$ cat src/ext_io_pkg.sv
// Constants, register map and encodings for the external control I/O block.
// Assumes a 25 MHz pclk and an APB master with 32-bit data.
package ext_io_pkg;

  // Clock and pulse timing
  localparam int unsigned CLK_HZ        = 25_000_000;
  localparam int unsigned TRIG_MIN_NS   = 2_000;
  localparam int unsigned TRIG_CYCLES   =
    (TRIG_MIN_NS * (CLK_HZ / 1_000_000) + 999) / 1_000;
  localparam int unsigned TRIG_CNT_W    = 8;

  // Register byte addresses
  localparam logic [7:0] CTRL_ADDR   = 8'h00;
  localparam logic [7:0] STATUS_ADDR = 8'h04;
  localparam logic [7:0] EVENT_ADDR  = 8'h08;

  // Control register fields
  localparam int unsigned CTRL_LOAD_BIT   = 0;
  localparam int unsigned CTRL_SHORT_BIT  = 1;
  localparam int unsigned CTRL_SEQTRG_BIT = 2;
  localparam int unsigned CTRL_SRC_LSB    = 4;
  localparam int unsigned CTRL_RANGE_LSB  = 8;

  // Status register fields
  localparam int unsigned ST_RANGE_LSB  = 0;
  localparam int unsigned ST_ALARM_BIT  = 2;
  localparam int unsigned ST_MSG_BIT    = 3;
  localparam int unsigned ST_SHORT_BIT  = 4;
  localparam int unsigned ST_LOAD_BIT   = 5;
  localparam int unsigned ST_TRIG_BIT   = 6;
  localparam int unsigned ST_SCALE_BIT  = 7;
  localparam int unsigned ST_EXTOK_BIT  = 8;

  // Event register fields (write one to act)
  localparam int unsigned EV_DYN_BIT    = 0;
  localparam int unsigned EV_SEQ_BIT    = 1;
  localparam int unsigned EV_MSGCLR_BIT = 2;

  // Current range encoding
  typedef enum logic [1:0] {
    RANGE_HIGH = 2'h0,
    RANGE_MID  = 2'h1,
    RANGE_LOW  = 2'h2
  } range_type;

  // External control source setting
  typedef enum logic [2:0] {
    SRC_OFF = 3'h0,
    SRC_V   = 3'h1,
    SRC_R   = 3'h2,
    SRC_RIV = 3'h3
  } src_type;

  // Range select pin pairs (bit1, bit0)
  localparam logic [1:0] SEL_HIGH = 2'h3;
  localparam logic [1:0] SEL_MID  = 2'h2;
  localparam logic [1:0] SEL_LOW  = 2'h1;

  // Range status pin pairs (bit1, bit0)
  localparam logic [1:0] RST_HIGH = 2'h0;
  localparam logic [1:0] RST_MID  = 2'h1;
  localparam logic [1:0] RST_LOW  = 2'h2;

  localparam logic [31:0] RESET_WORD = 32'h0000_0000;

endpackage

$ cat src/ext_io.sv
// External control connector logic of an electronic load: range select,
// range and load status, alarm input, short contact, trigger pulse.
// Assumes an APB master on pclk; pins are asynchronous and pulled up.
// Notes on behaviour
// RULE_01: Load state output active while load on, inactive while off.
// RULE_02: Range select pins honoured only with source V, R or RIV.
// RULE_03: External range selection only when manual range is high.
// RULE_04: Pins 11 high, 10 middle, 01 low.
// RULE_05: Status pins: 00 high, bit0 on middle, bit1 on low.
// RULE_06: Alarm active while alarm pin low; open pin reads high.
// RULE_07: Active alarm also raises the external alarm message.
// RULE_08: Outside party pulls alarm pin low, releases high to clear.
// RULE_09: Short contact open when short inactive, closed while active.
// RULE_10: One trigger pulse per dynamic-mode level switch; a switch during a running pulse restarts it and adds no pulse.
// RULE_11: Sequence steps pulse trigger only when sequence trigger enabled.
// RULE_12: Trigger pulse high for at least the minimum width.
// RULE_13: Monitor scale large for high and low, small for middle.
// RULE_14: Range select and alarm pins synchronised before decoding.
// RULE_15: Both select pins low keeps the active range.
//
// Chosen here: the APB register port and the address map.
`timescale 1ns/1ps
module ext_io
  import ext_io_pkg::*;
#(
  parameter int unsigned TRIG_LEN = TRIG_CYCLES
) (
  input  wire logic        pclk,
  input  wire logic        presetn,
  input  wire logic        psel,
  input  wire logic        penable,
  input  wire logic        pwrite,
  input  wire logic [7:0]  paddr,
  input  wire logic [31:0] pwdata,
  output logic      [31:0] prdata,
  output logic             pready,
  output logic             pslverr,
  input  wire logic        range_sel1,
  input  wire logic        range_sel0,
  input  wire logic        alarm_in_n,
  output logic             load_on_status,
  output logic             range_status1,
  output logic             range_status0,
  output logic             short_contact,
  output logic             trigger_pulse_output,
  output logic             current_monitor_output,
  output logic             alarm_active,
  output logic             external_alarm_message
);

  typedef struct packed {
    logic                  load_on;
    logic                  short_on;
    logic                  seq_trig_en;
    src_type               src;
    range_type             manual;
    range_type             active;
    logic                  msg;
    logic [TRIG_CNT_W-1:0] trig_cnt;
    logic [31:0]           rdata;
  } state_type;

  state_type st_q;
  state_type st_d;

  logic sel1_s;
  logic sel0_s;
  logic alarm_n_s;
  logic ext_ok;
  logic wr_en;
  logic rd_en;
  logic addr_ok;
  logic fire;

  // Pin synchronisers [RULE_14]
  pin_sync u_sel1 (
    .pclk    (pclk),
    .presetn (presetn),
    .pin     (range_sel1),
    .level   (sel1_s)
  );
  pin_sync u_sel0 (
    .pclk    (pclk),
    .presetn (presetn),
    .pin     (range_sel0),
    .level   (sel0_s)
  );
  pin_sync u_alarm (
    .pclk    (pclk),
    .presetn (presetn),
    .pin     (alarm_in_n),
    .level   (alarm_n_s)
  );

  // APB decode; zero wait states
  assign addr_ok = (paddr == CTRL_ADDR) || (paddr == STATUS_ADDR) ||
                   (paddr == EVENT_ADDR);
  assign wr_en   = psel && penable && pwrite && addr_ok;
  assign rd_en   = psel && !penable && !pwrite;
  assign pready  = 1'b1;
  assign pslverr = psel && penable && !addr_ok;

  // External selection needs a V/R/RIV source and manual high range
  assign ext_ok = ((st_q.src == SRC_V) || (st_q.src == SRC_R) ||   // [RULE_02]
                   (st_q.src == SRC_RIV)) &&
                  (st_q.manual == RANGE_HIGH);                      // [RULE_03]

  // Trigger request from a dynamic switch or an enabled sequence step
  assign fire = wr_en && (paddr == EVENT_ADDR) &&
                (pwdata[EV_DYN_BIT] ||                              // [RULE_10]
                 (pwdata[EV_SEQ_BIT] && st_q.seq_trig_en));         // [RULE_11]

  // Next-state logic
  always_comb begin
    st_d = st_q;
    if (wr_en && (paddr == CTRL_ADDR)) begin
      st_d.load_on     = pwdata[CTRL_LOAD_BIT];
      st_d.short_on    = pwdata[CTRL_SHORT_BIT];
      st_d.seq_trig_en = pwdata[CTRL_SEQTRG_BIT];
      st_d.src         = src_type'(pwdata[CTRL_SRC_LSB +: 3]);
      st_d.manual      = range_type'(pwdata[CTRL_RANGE_LSB +: 2]);
    end
    // Active range follows pins when allowed, else the manual setting
    if (ext_ok) begin
      case ({sel1_s, sel0_s})                                      // [RULE_04]
        SEL_HIGH: st_d.active = RANGE_HIGH;
        SEL_MID:  st_d.active = RANGE_MID;
        SEL_LOW:  st_d.active = RANGE_LOW;
        default:  st_d.active = st_q.active;                       // [RULE_15]
      endcase
    end else begin
      st_d.active = st_q.manual;
    end
    // Message is sticky; the alarm sets it and wins over a clear
    if (wr_en && (paddr == EVENT_ADDR) && pwdata[EV_MSGCLR_BIT]) begin
      st_d.msg = 1'b0;
    end
    if (!alarm_n_s) begin
      st_d.msg = 1'b1;                                             // [RULE_07]
    end
    // Stretcher restarts on each request so back-to-back pulses merge
    if (fire) begin
      st_d.trig_cnt = TRIG_CNT_W'(TRIG_LEN);                       // [RULE_12]
    end else if (st_q.trig_cnt != '0) begin
      st_d.trig_cnt = st_q.trig_cnt - 1'b1;
    end
    // Read data captured in setup phase
    st_d.rdata = RESET_WORD;
    if (rd_en) begin
      case (paddr)
        CTRL_ADDR: begin
          st_d.rdata[CTRL_LOAD_BIT]         = st_q.load_on;
          st_d.rdata[CTRL_SHORT_BIT]        = st_q.short_on;
          st_d.rdata[CTRL_SEQTRG_BIT]       = st_q.seq_trig_en;
          st_d.rdata[CTRL_SRC_LSB +: 3]     = st_q.src;
          st_d.rdata[CTRL_RANGE_LSB +: 2]   = st_q.manual;
        end
        STATUS_ADDR: begin
          st_d.rdata[ST_RANGE_LSB +: 2] = st_q.active;
          st_d.rdata[ST_ALARM_BIT]      = !alarm_n_s;
          st_d.rdata[ST_MSG_BIT]        = st_q.msg;
          st_d.rdata[ST_SHORT_BIT]      = st_q.short_on;
          st_d.rdata[ST_LOAD_BIT]       = st_q.load_on;
          st_d.rdata[ST_TRIG_BIT]       = (st_q.trig_cnt != '0);
          st_d.rdata[ST_SCALE_BIT]      = (st_q.active != RANGE_MID);
          st_d.rdata[ST_EXTOK_BIT]      = ext_ok;
        end
        default: st_d.rdata = RESET_WORD;
      endcase
    end
  end

  // State register
  always_ff @(posedge pclk or negedge presetn) begin
    if (!presetn) begin
      st_q <= '0;
    end else begin
      st_q <= st_d;
    end
  end

  // Outputs
  assign prdata                 = st_q.rdata;
  assign load_on_status         = st_q.load_on;                    // [RULE_01]
  assign short_contact          = st_q.short_on;                   // [RULE_09]
  assign trigger_pulse_output   = (st_q.trig_cnt != '0);           // [RULE_12]
  assign current_monitor_output = (st_q.active != RANGE_MID);      // [RULE_13]
  assign alarm_active           = !alarm_n_s;                      // [RULE_06]
  assign external_alarm_message = st_q.msg;

  // Range status pins [RULE_05]
  always_comb begin
    case (st_q.active)
      RANGE_MID: {range_status1, range_status0} = RST_MID;
      RANGE_LOW: {range_status1, range_status0} = RST_LOW;
      default:   {range_status1, range_status0} = RST_HIGH;
    endcase
  end

  // Assertions; stretcher length copied to an int for the casts
  int unsigned trig_len_c;
  assign trig_len_c = TRIG_LEN;
endmodule

$ cat src/pin_sync.sv
// Three-stage pin synchroniser; output moves when stages two and three agree.
// Assumes an asynchronous pin, idle high (pulled up), and one pclk domain.
`timescale 1ns/1ps
module pin_sync (
  input  wire logic pclk,
  input  wire logic presetn,
  input  wire logic pin,
  output logic      level
);
  typedef struct packed {
    logic s1;
    logic s2;
    logic s3;
    logic lvl;
  } sync_state_type;

  sync_state_type st_q;
  sync_state_type st_d;

  // Stage one feeds stage two only; agreement filters single-cycle glitches
  always_comb begin
    st_d     = st_q;
    st_d.s1  = pin;
    st_d.s2  = st_q.s1;
    st_d.s3  = st_q.s2;
    if (st_q.s2 == st_q.s3) begin
      st_d.lvl = st_q.s3;
    end
  end

  // Reset to the pulled-up idle level
  always_ff @(posedge pclk or negedge presetn) begin
    if (!presetn) begin
      st_q <= 4'hF;
    end else begin
      st_q <= st_d;
    end
  end

  assign level = st_q.lvl;
endmodule
$ cat config.mk
export PLATFORM = sky130hd
export DESIGN_NAME = ext_io
export DESIGN_NICKNAME = d
export VERILOG_FILES = /design/src/ext_io_pkg.sv /design/src/ext_io.sv /design/src/pin_sync.sv
export SDC_FILE = /design/constraint.sdc
export NUM_CORES = 1
export LEC_CHECK = 0
export CAP_MARGIN = 0
export CELL_PAD_IN_SITES_DETAIL_PLACEMENT = 1
export CELL_PAD_IN_SITES_GLOBAL_PLACEMENT = 1
export CORE_ASPECT_RATIO = 0.75
export CORE_MARGIN = 2
export CORE_UTILIZATION = 35
export DETAILED_ROUTE_END_ITERATION = 12
export DONT_BUFFER_PORTS = 1
export MAX_ROUTING_LAYER = met4
export PLACE_DENSITY_LB_ADDON = 0.1
export RECOVER_POWER = 100
export SYNTH_ARGS = -nofsm -noshare
export SYNTH_HDL_FRONTEND = slang
export SYNTH_SLANG_ARGS = --single-unit
$ cat constraint.sdc
create_clock -name pclk -period 2.74 [get_ports pclk]
set_clock_uncertainty 0.2 [all_clocks]
set_input_delay 0.137 -clock pclk [delete_from_list [all_inputs] [get_ports pclk]]
set_output_delay 0.137 -clock pclk [all_outputs]
set_load 0.005 [all_outputs]
==> reports/qor.txt, run 1 <==
outcome: complete, but fails checks
failing checks: max-capacitance violations, max-slew violations
register bit total from synthesis: 41
top sig layer: met4
Comb pwr share: 0.215
most frequent cells in the layout: dfrtp_1 (29), conb_1 (23), dlygate4sd3_1 (17), inv_1 (9)
hpwl dp: 2.98 mm
Hold Path Class: in -> reg
Clock Path Buffers: 2
Req. time, crit path: 2730 ps
Critical Path End Type: flop
DR vias/cell: 4.86
slowest stage delay, CP: 610 ps
Post-CTS Setup Repair Bufs: 0
Seq pwr share: 0.508
DRC: 0
Ys Warns: 0
Fin Setup TNS: 0 ps
Area Overhead vs Synth: 8.26%
Post-Syn Area per Cell: 11.8 µm²
number of global-route vias before repair: 1298
post-synth cell types: 42
clock share of power: 0.277
Sink Count: 41
Max Fanout on Critical Path: 8
CTS clk-pin slew, worst paths: 90 ps
met2 WL post-DR: 1.91 mm
DRT Pass-1 Iters: 4
row count: 24
reg-to-reg endpoint: st_q[33]
CP arrival: 2430 ps
initial core utilization: 0.357
fin crit period: 2430 ps
Tcrit/Tclk final: 0.887
cell area power density: 673 mW/mm²
Syn Inst Count: 174
met3 wire len: 285 µm
H-tree levels: 2
Max VDD drop: 0.185 mV
num ports: 90
Routed met1 length: 1.76 mm
# setup viols final: 0
Worst Tran Pin Value: 1730 ps
hold_sp: paddr[2]
first-pass GRT wire length: 6.56 mm
MaxCap Viol Count: 1
CTS buffer count: 5
sw frac: 0.316
layout net count: 238
antenna violation net count after detailed routing: 0
Worst Setup SP: paddr[6]
WP buf/inv: 2
Core Box Area: 0.00574 mm²
crit-path leading delay family: buffers and inverters
Cell Chain, Critical Path: dlygate4sd3_1, or4_1, dlygate4sd3_1, nor4b_4, o21ba_2
Die Ht: 70.2 µm
RePlAce Congestion: 0.788
Die Footprint: 0.00648 mm²
Slew headroom: -0.154
grt total ovfl: 0
RSZ-0062 raised after global routing: no
reg-to-reg startpoint: st_q[36]
Leak Pwr: 1.03 nW
f_max: 411 MHz
worst setup path category: in -> reg
Worst path slowest cell: dlygate4sd3_1
DR vias: 1283
CTS tree: yes
R2R Setup Slk: 740 ps
Slew Limit Fails: 42
Final Core Density: 0.386
layout cell share with drive strength beyond 1: 0.108
Root Driver: clkbuf_8
Int Power: 1.02 mW
CP Launch Type: input pin
Filler cells: 635
Hold EP: st_q[32]
most used cell, CP: dlygate4sd3_1
drt wl/cell: 15.2 µm
cells on worst reg2reg path: 3
Starting DRT DRC Count: 26
Antenna Cells: 0
initial antenna violation count: 0
die width: 92.3 µm
GRT Total Usage: 0.135
P_sw: 0.472 mW
WHS Path Cells: 3
clk_lat worst skew: 290 ps
Cell Area, Synth: 0.00205 mm²
most common cell after layout, fill and taps aside: dfrtp_1
largest net degree at the start of global routing: 42
Hold Vio Cnt, Final: 0
register area share after synthesis: 0.509
PortBufs: 0
Post-Route WL: 4.02 mm
[timing repair]
action,4_1_cts,5_1_grt
endpoints found under the hold margin,54,0
resized for setup,0,1
setup endpoints to repair,0,1
hold buffers,18,0
[sequential cells by signal, indices dropped and copies added (netlist names)]
signal / count
u_alarm.st_d: 2
u_sel0.st_q: 1
short_contact: 1
u_alarm.st_q: 1
u_alarm.level: 1
u_sel1.st_d: 2
u_sel1.level: 1
u_sel0.st_d: 2
u_sel0.level: 1
st_q: 16
load_on_status: 1
prdata: 10
u_sel1.st_q: 1
external_alarm_message: 1
[tightest hold or removal path, delay by kind of cell]
family           cells  cell delay, ps
AO/OA/AOI/OAI        1             110
AND/OR/NAND/NOR      2             220
[how the worst max path moves through the flow]
stage                     slack (ps)  cells after the start        to
after floorplan                  770                      5  st_q[33]
after detailed placement         750                      3  st_q[33]
after global placement           770                      3  st_q[34]
after global routing             180                      2  st_q[42]
final                            310                      5  st_q[34]
after CTS                        110                      5  st_q[34]
[cells in the mapped netlist]
cell       count  area, µm²
conb_1         2       7.51
nor4_1         2       12.5
nand4_1        1       6.26
inv_1          9       33.8
nor3_1         3       15.0
or2_2          1       6.26
maj3_1         3       30.0
a21o_1         3       22.5
nand3_1        2       10.0
nor4b_2        1       15.0
or3_1          3       18.8
a22o_1         7       61.3
and4_1         2       17.5
a211o_1        2       17.5
buf_6          1       11.3
mux2_4         8        120
dfstp_2       12        315
or4_4          2       22.5
a31oi_1        1       6.26
nand2_1        3       11.3
nor2_1         3       11.3
buf_4         33        248
nand3b_1       1       7.51
nor3b_1        1       7.51
a211oi_1       1       7.51
nor2b_1        2       12.5
ha_1           5       62.6
a21oi_1        7       35.0
nor4b_1        1       8.76
and3_1         2       12.5
a2111oi_0      1       8.76
clkbuf_1       2       7.51
mux2i_1        1       10.0
a2bb2oi_1      1       8.76
o21ba_2        1       10.0
and2_1         3       18.8
dfrtp_1       29        726
nand2b_1       3       18.8
o31ai_1        3       22.5
or3b_2         1       8.76
o21ai_0        2       10.0
or4_1          3       22.5
[power groups by stage]
stage               registers, mW  clock network, mW  logic (mW)
finish                      0.758              0.412       0.320
global route                0.772              0.452       0.366
CTS                         0.759              0.429       0.329
detailed placement          0.770                  0       0.295
global placement            0.764                  0       0.273
floorplan                   0.747                  0       0.252
[kinds of logic after synthesis]
| logic type | after synthesis | share of synthesized area |
|---|---|---|
| other | 2 | 0.00367 |
| multiplexers | 9 | 0.0636 |
| adder cells (fa/ha/maj) | 8 | 0.0453 |
| buffers and inverters | 45 | 0.147 |
| AO/OA/AOI/OAI | 29 | 0.103 |
| flip-flops | 41 | 0.509 |
| AND/OR/NAND/NOR | 40 | 0.129 |
[stage by stage]
step           cells  setup WS (ps)  hold slack (ps)  total power, mW  cell area, µm²
5_1_grt          264            185             13.5             1.59            2210
3_3_place_gp     238            769             -357             1.04            1960
4_1_cts          264            110             12.0             1.52            2250
2_1_floorplan    195            772             -359            0.999            2120
3_5_place_dp     238            753             -357             1.06            1960
6_report         264            308             6.68             1.49            2210
[metal layers]
layer	global-route usage	up-vias
met1	0.172	633
met4	0.0498	0
met3	0.0334	7
met5	-	-
li1	-	580
met2	0.212	63
[final cells by class]
cell class | instances | area (µm²) | share of cell area
Sequential cell | 41 | 1040 | 0.470
Tap cell | 78 | 97.6 | 0.0441
Inverter | 9 | 33.8 | 0.0153
Multi-Input combinational cell | 109 | 758 | 0.342
Timing Repair Buffer | 19 | 190 | 0.0859
Clock buffer | 5 | 68.8 | 0.0311
Clock inverter | 3 | 25.0 | 0.0113
Power figures use the tool's default switching activity.
==> inputs of run 2 (changes only) <==
- CORE_UTILIZATION: 35 -> 47
- TNS_END_PERCENT: not set -> 5
==> run 2 against run 1 <==
Against the previous run: maximum frequency fell by 1.4%; clock-buffer cell count rose by 1; utilization rose by 16 points; worst hold slack better by 27 ps; wire length is 1.3% higher; highest routed layer unchanged; combinational power is 1% lower; power is 8.4% higher; the flow still finishes with violations (max-capacitance violations, max-slew violations); global-route usage increased by 5.4 points; final cell count down 8.7%.
==> reports/qor.txt, run 2 (synthesis results as in run 1) <==
met2 GRT Util: 0.295
cells on worst reg2reg path: 3
DRT Pass-1 Iters: 4
Critical Path End Type: flop
Max VDD drop: 0.327 mV
Clock Path Buffers: 2
most common cell after layout, fill and taps aside: dfrtp_1
Post-Route WL: 4.07 mm
number of global-route vias before repair: 1375
Sink Count: 41
CTS tree: yes
antenna violation net count after detailed routing: 0
Global Route met3 Usage: 0.0557
failing checks: max-capacitance violations, max-slew violations
GR peak layer: met2
Worst Tran Pin Value: 1770 ps
GRT Total Usage: 0.190
first-pass GRT wire length: 6.64 mm
hpwl dp: 2.84 mm
clk_lat worst skew: 300 ps
drt wl/cell: 16.9 µm
Root Driver: clkbuf_8
Tcrit/Tclk final: 0.900
RSZ-0062 raised after global routing: no
Slew Limit Fails: 42
Hold Vio Cnt, Final: 0
layout net count: 238
DRC: 0
# setup viols final: 0
Layout Cells excl Fill: 241
RePlAce Congestion: 0.763
CTS buffer count: 5
H-tree levels: 2
Slew headroom: -0.179
Max Fanout on Critical Path: 8
Fin Hold WS: 33.7 ps
initial antenna violation count: 0
Leak Pwr: 1.05 nW
grt total ovfl: 0
DR vias: 1296
most frequent cells in the layout: dfrtp_1 (29), conb_1 (23), dlygate4sd3_1 (17), inv_1 (9)
Hold EP: st_q[32]
Core Box Area: 0.00410 mm²
outcome: complete, but fails checks
worst setup path category: in -> reg
Final Core Density: 0.541
WHS Path Cells: 3
layout cell share with drive strength beyond 1: 0.113
Largest Register: st_q
Area Overhead vs Synth: 8.56%
dpl cells: 215
CP Launch Type: input pin
row count: 20
CP arrival: 2460 ps
largest net degree at the start of global routing: 42
fin crit period: 2470 ps
reg-to-reg endpoint: st_q[33]
Req. time, crit path: 2730 ps
max reg flops: 16
CTS clk-pin slew, worst paths: 70 ps
Fin Setup TNS: 0 ps
Die Ht: 61.1 µm
f_max: 406 MHz
R2R Setup Slk: 730 ps
PortBufs: 0
Post-CTS Setup Repair Bufs: 0
MaxCap Viol Count: 1
Antenna Cells: 0
Hold Path Class: in -> reg
Starting DRT DRC Count: 46
Filler cells: 450
initial core utilization: 0.498
die width: 80.2 µm
num ports: 90
DR vias/cell: 5.38
Die Footprint: 0.00490 mm²
reg-to-reg startpoint: st_q[36]
hold_sp: paddr[2]
cell area power density: 728 mW/mm²
M1 GR Usage: 0.236
[run 2: cell count changes in the layout (fill, tap and decap cells not counted)]
cell	delta
dfstp_2	+1
clkbuf_16	+1
clkinv_2	+1
dfstp_1	-1
clkinvlp_4	-1
bufinv_16	+1
inv_6	-2
[run 2: how the worst max path moves through the flow]
stage             start        to  slack [ps]  cells past startpoint
2_1_floorplan  st_q[32]  st_q[33]         770                      5
5_1_grt        paddr[6]  st_q[34]         180                      5
6_report       paddr[6]  st_q[34]         270                      5
4_1_cts        paddr[6]  st_q[34]          80                      5
3_3_place_gp   paddr[5]  st_q[47]         780                      3
3_5_place_dp   paddr[5]  st_q[34]         740                      3
[run 2: layout make-up]
cell class	instances	area (µm²)	area share
clock buffer	6	93.8	0.0423
timing repair buffer	19	190	0.0856
tap	55	68.8	0.0310
sequential	41	1040	0.469
inverter	9	33.8	0.0152
multi-input combinational	109	758	0.341
clock inverter	2	35.0	0.0158
[run 2: power breakdown]
group	total, mW	internal, mW	switching, mW
Combinational	0.316	0.153	0.164
Sequential	0.761	0.681	0.0804
Clock	0.538	0.325	0.213
[run 2: per-stage QoR]
stage	worst slack [ps]	area, µm²	power, mW
2_1_floorplan	772	2120	0.999
3_3_place_gp	778	1930	1.03
3_5_place_dp	742	1930	1.06
4_1_cts	76.1	2250	1.64
5_1_grt	183	2220	1.71
6_report	274	2220	1.62
[run 2: critical path: stages]
cell and delay [ps]:
dlygate4sd3_1 540, or4_1 430, dlygate4sd3_1 610, nor4b_4 510
o21ba_2 230
[run 2: routing by layer]
layer	part of all wire	vias to the layer above
li1	-	576
met1	0.45	653
met2	0.46	59
met3	0.075	8
met4	0.016	0
met5	0	-
[run 2: what timing repair did]
action / CTS / global route
setup endpoints to repair: 0 / 1
hold buffers: 18 / 0
gates resized for setup: 0 / 1
endpoints found under the hold margin: 56 / 0
==> inputs of run 3 (changes only) <==
- SLEW_MARGIN: not set -> 20
- clock period: 2.74 -> 2.4 ns (I/O delays scaled with it)
==> run 3 against run 2 <==
Against the previous run: the flow now finishes without violations; combinational power up 18%; die area unchanged; design area is 3.0% lower; setup slack got worse by 180 ps; critical path depth up 1.
==> reports/qor.txt, run 3 (synthesis results as in run 1) <==
CTS tree: yes
max reg flops: 16
H-tree levels: 2
cells on worst reg2reg path: 6
Tcrit/Tclk final: 0.961
Hold Path Class: in -> reg
CTS clk-pin slew, worst paths: 70 ps
Die Footprint: 0.00490 mm²
Fin Setup TNS: 0 ps
Clock Path Buffers: 2
Slew Limit Fails: 0
PortBufs: 0
cell area power density: 778 mW/mm²
outcome: complete, no violations
MaxCap Viol Count: 0
Post-CTS Setup Repair Bufs: 0
Sink Count: 41
Req. time, crit path: 2390 ps
layout net count: 238
clk_lat worst skew: 290 ps
RePlAce Congestion: 0.758
Comb pwr share: 0.222
layout cell share with drive strength beyond 1: 0.124
Post-Route WL: 4.08 mm
fin crit period: 2310 ps
Critical Path End Type: flop
sw frac: 0.310
clock share of power: 0.259
Int Power: 1.16 mW
design area: 0.00215 mm²
worst setup path category: in -> reg
most common cell after layout, fill and taps aside: dfrtp_1
drt wl/cell: 16.9 µm
Core Box Area: 0.00410 mm²
first-pass GRT wire length: 6.72 mm
largest net degree at the start of global routing: 42
RSZ-0062 raised after global routing: no
row count: 20
WHS Path Cells: 4
most frequent cells in the layout: dfrtp_1 (29), conb_1 (23), dlygate4sd3_1 (15), inv_1 (9)
Hold Vio Cnt, Final: 0
die width: 80.2 µm
Worst Tran Pin Value: 1000 ps
DR vias/cell: 5.21
Tot Pwr: 1.68 mW
CP Launch Type: input pin
Multi-input gate area: 753 µm²
CTS buffer count: 5
DRT Pass-1 Iters: 4
GRT Total Usage: 0.195
CP arrival: 2290 ps
# setup viols final: 0
P_sw: 0.519 mW
Root Driver: clkbuf_8
Fin Hold WS: 63.6 ps
Leak Pwr: 1.01 nW
DR vias: 1256
Layout Cells excl Fill: 241
dpl cell area: 0.00195 mm²
Antenna Cells: 0
Die Ht: 61.1 µm
hpwl dp: 2.81 mm
Area Overhead vs Synth: 5.26%
antenna violation net count after detailed routing: 0
DRC: 0
number of global-route vias before repair: 1297
dpl cells: 217
f_max: 434 MHz
Max VDD drop: 0.313 mV
Largest Register: st_q
Starting DRT DRC Count: 52
grt total ovfl: 0
Max Fanout on Critical Path: 4
initial core utilization: 0.498
num ports: 90
Seq pwr share: 0.519
Filler cells: 448
Slew headroom: 0.333
Storage cell area: 0.00104 mm²
initial antenna violation count: 0
==> run 3: worst paths after layout <==
path	slack, ps	startpoint	endpoint
min in group asynchronous	350	presetn	st_q[36]
min reg2reg	160	u_alarm.st_d[2]	u_alarm.st_d[1]
min	60	paddr[6]	st_q[35]
max in group asynchronous	1040	presetn	prdata[3]
max reg2reg	240	st_q[32]	st_q[33]
max	90	paddr[2]	external_alarm_message
==> run 3: power by group through the flow <==
stage                     logic, mW  clock network, mW  registers (mW)
after floorplan               0.288                  0           0.852
after global placement        0.315                  0           0.871
after detailed placement      0.340                  0           0.877
after CTS                     0.378              0.451           0.865
after global routing          0.430              0.493           0.884
final                         0.372              0.434           0.870
==> run 3: per-layer routing <==
metal,share of wire,global-route usage,vias up
met5,0,-,-
met4,0.012,0.0581,0
met3,0.093,0.0733,4
met2,0.45,0.302,63
met1,0.44,0.242,611
li1,-,-,578
==> run 3: worst max-delay path, stage by stage <==
cell and delay [ps]:
dlygate4sd3_1 530, nor3_1 200, dlygate4sd3_1 600, nand4_1 80
dlygate4sd3_1 590, a21o_1 180
==> run 3: repair_timing <==
item / in CTS / in global routing
hold buffers: 16 / 0
gates resized for setup: 0 / 0
endpoints found under the hold margin: 53 / 0
==> run 3: layout make-up <==
cell class,count,area share
multi-input cells,109,0.350
clock inverters,2,0.00465
well taps,55,0.0320
clock buffers,6,0.0337
flip-flops and latches,41,0.483
repair buffers,19,0.0808
inverters,9,0.0157
==> run 3: through the flow <==
step | setup WS [ps] | util
detailed placement | 441 | 0.475
CTS | 176 | 0.537
floorplan | 432 | -
global route | 55.0 | 0.525
finish | 94.6 | 0.525
global placement | 455 | 0.475
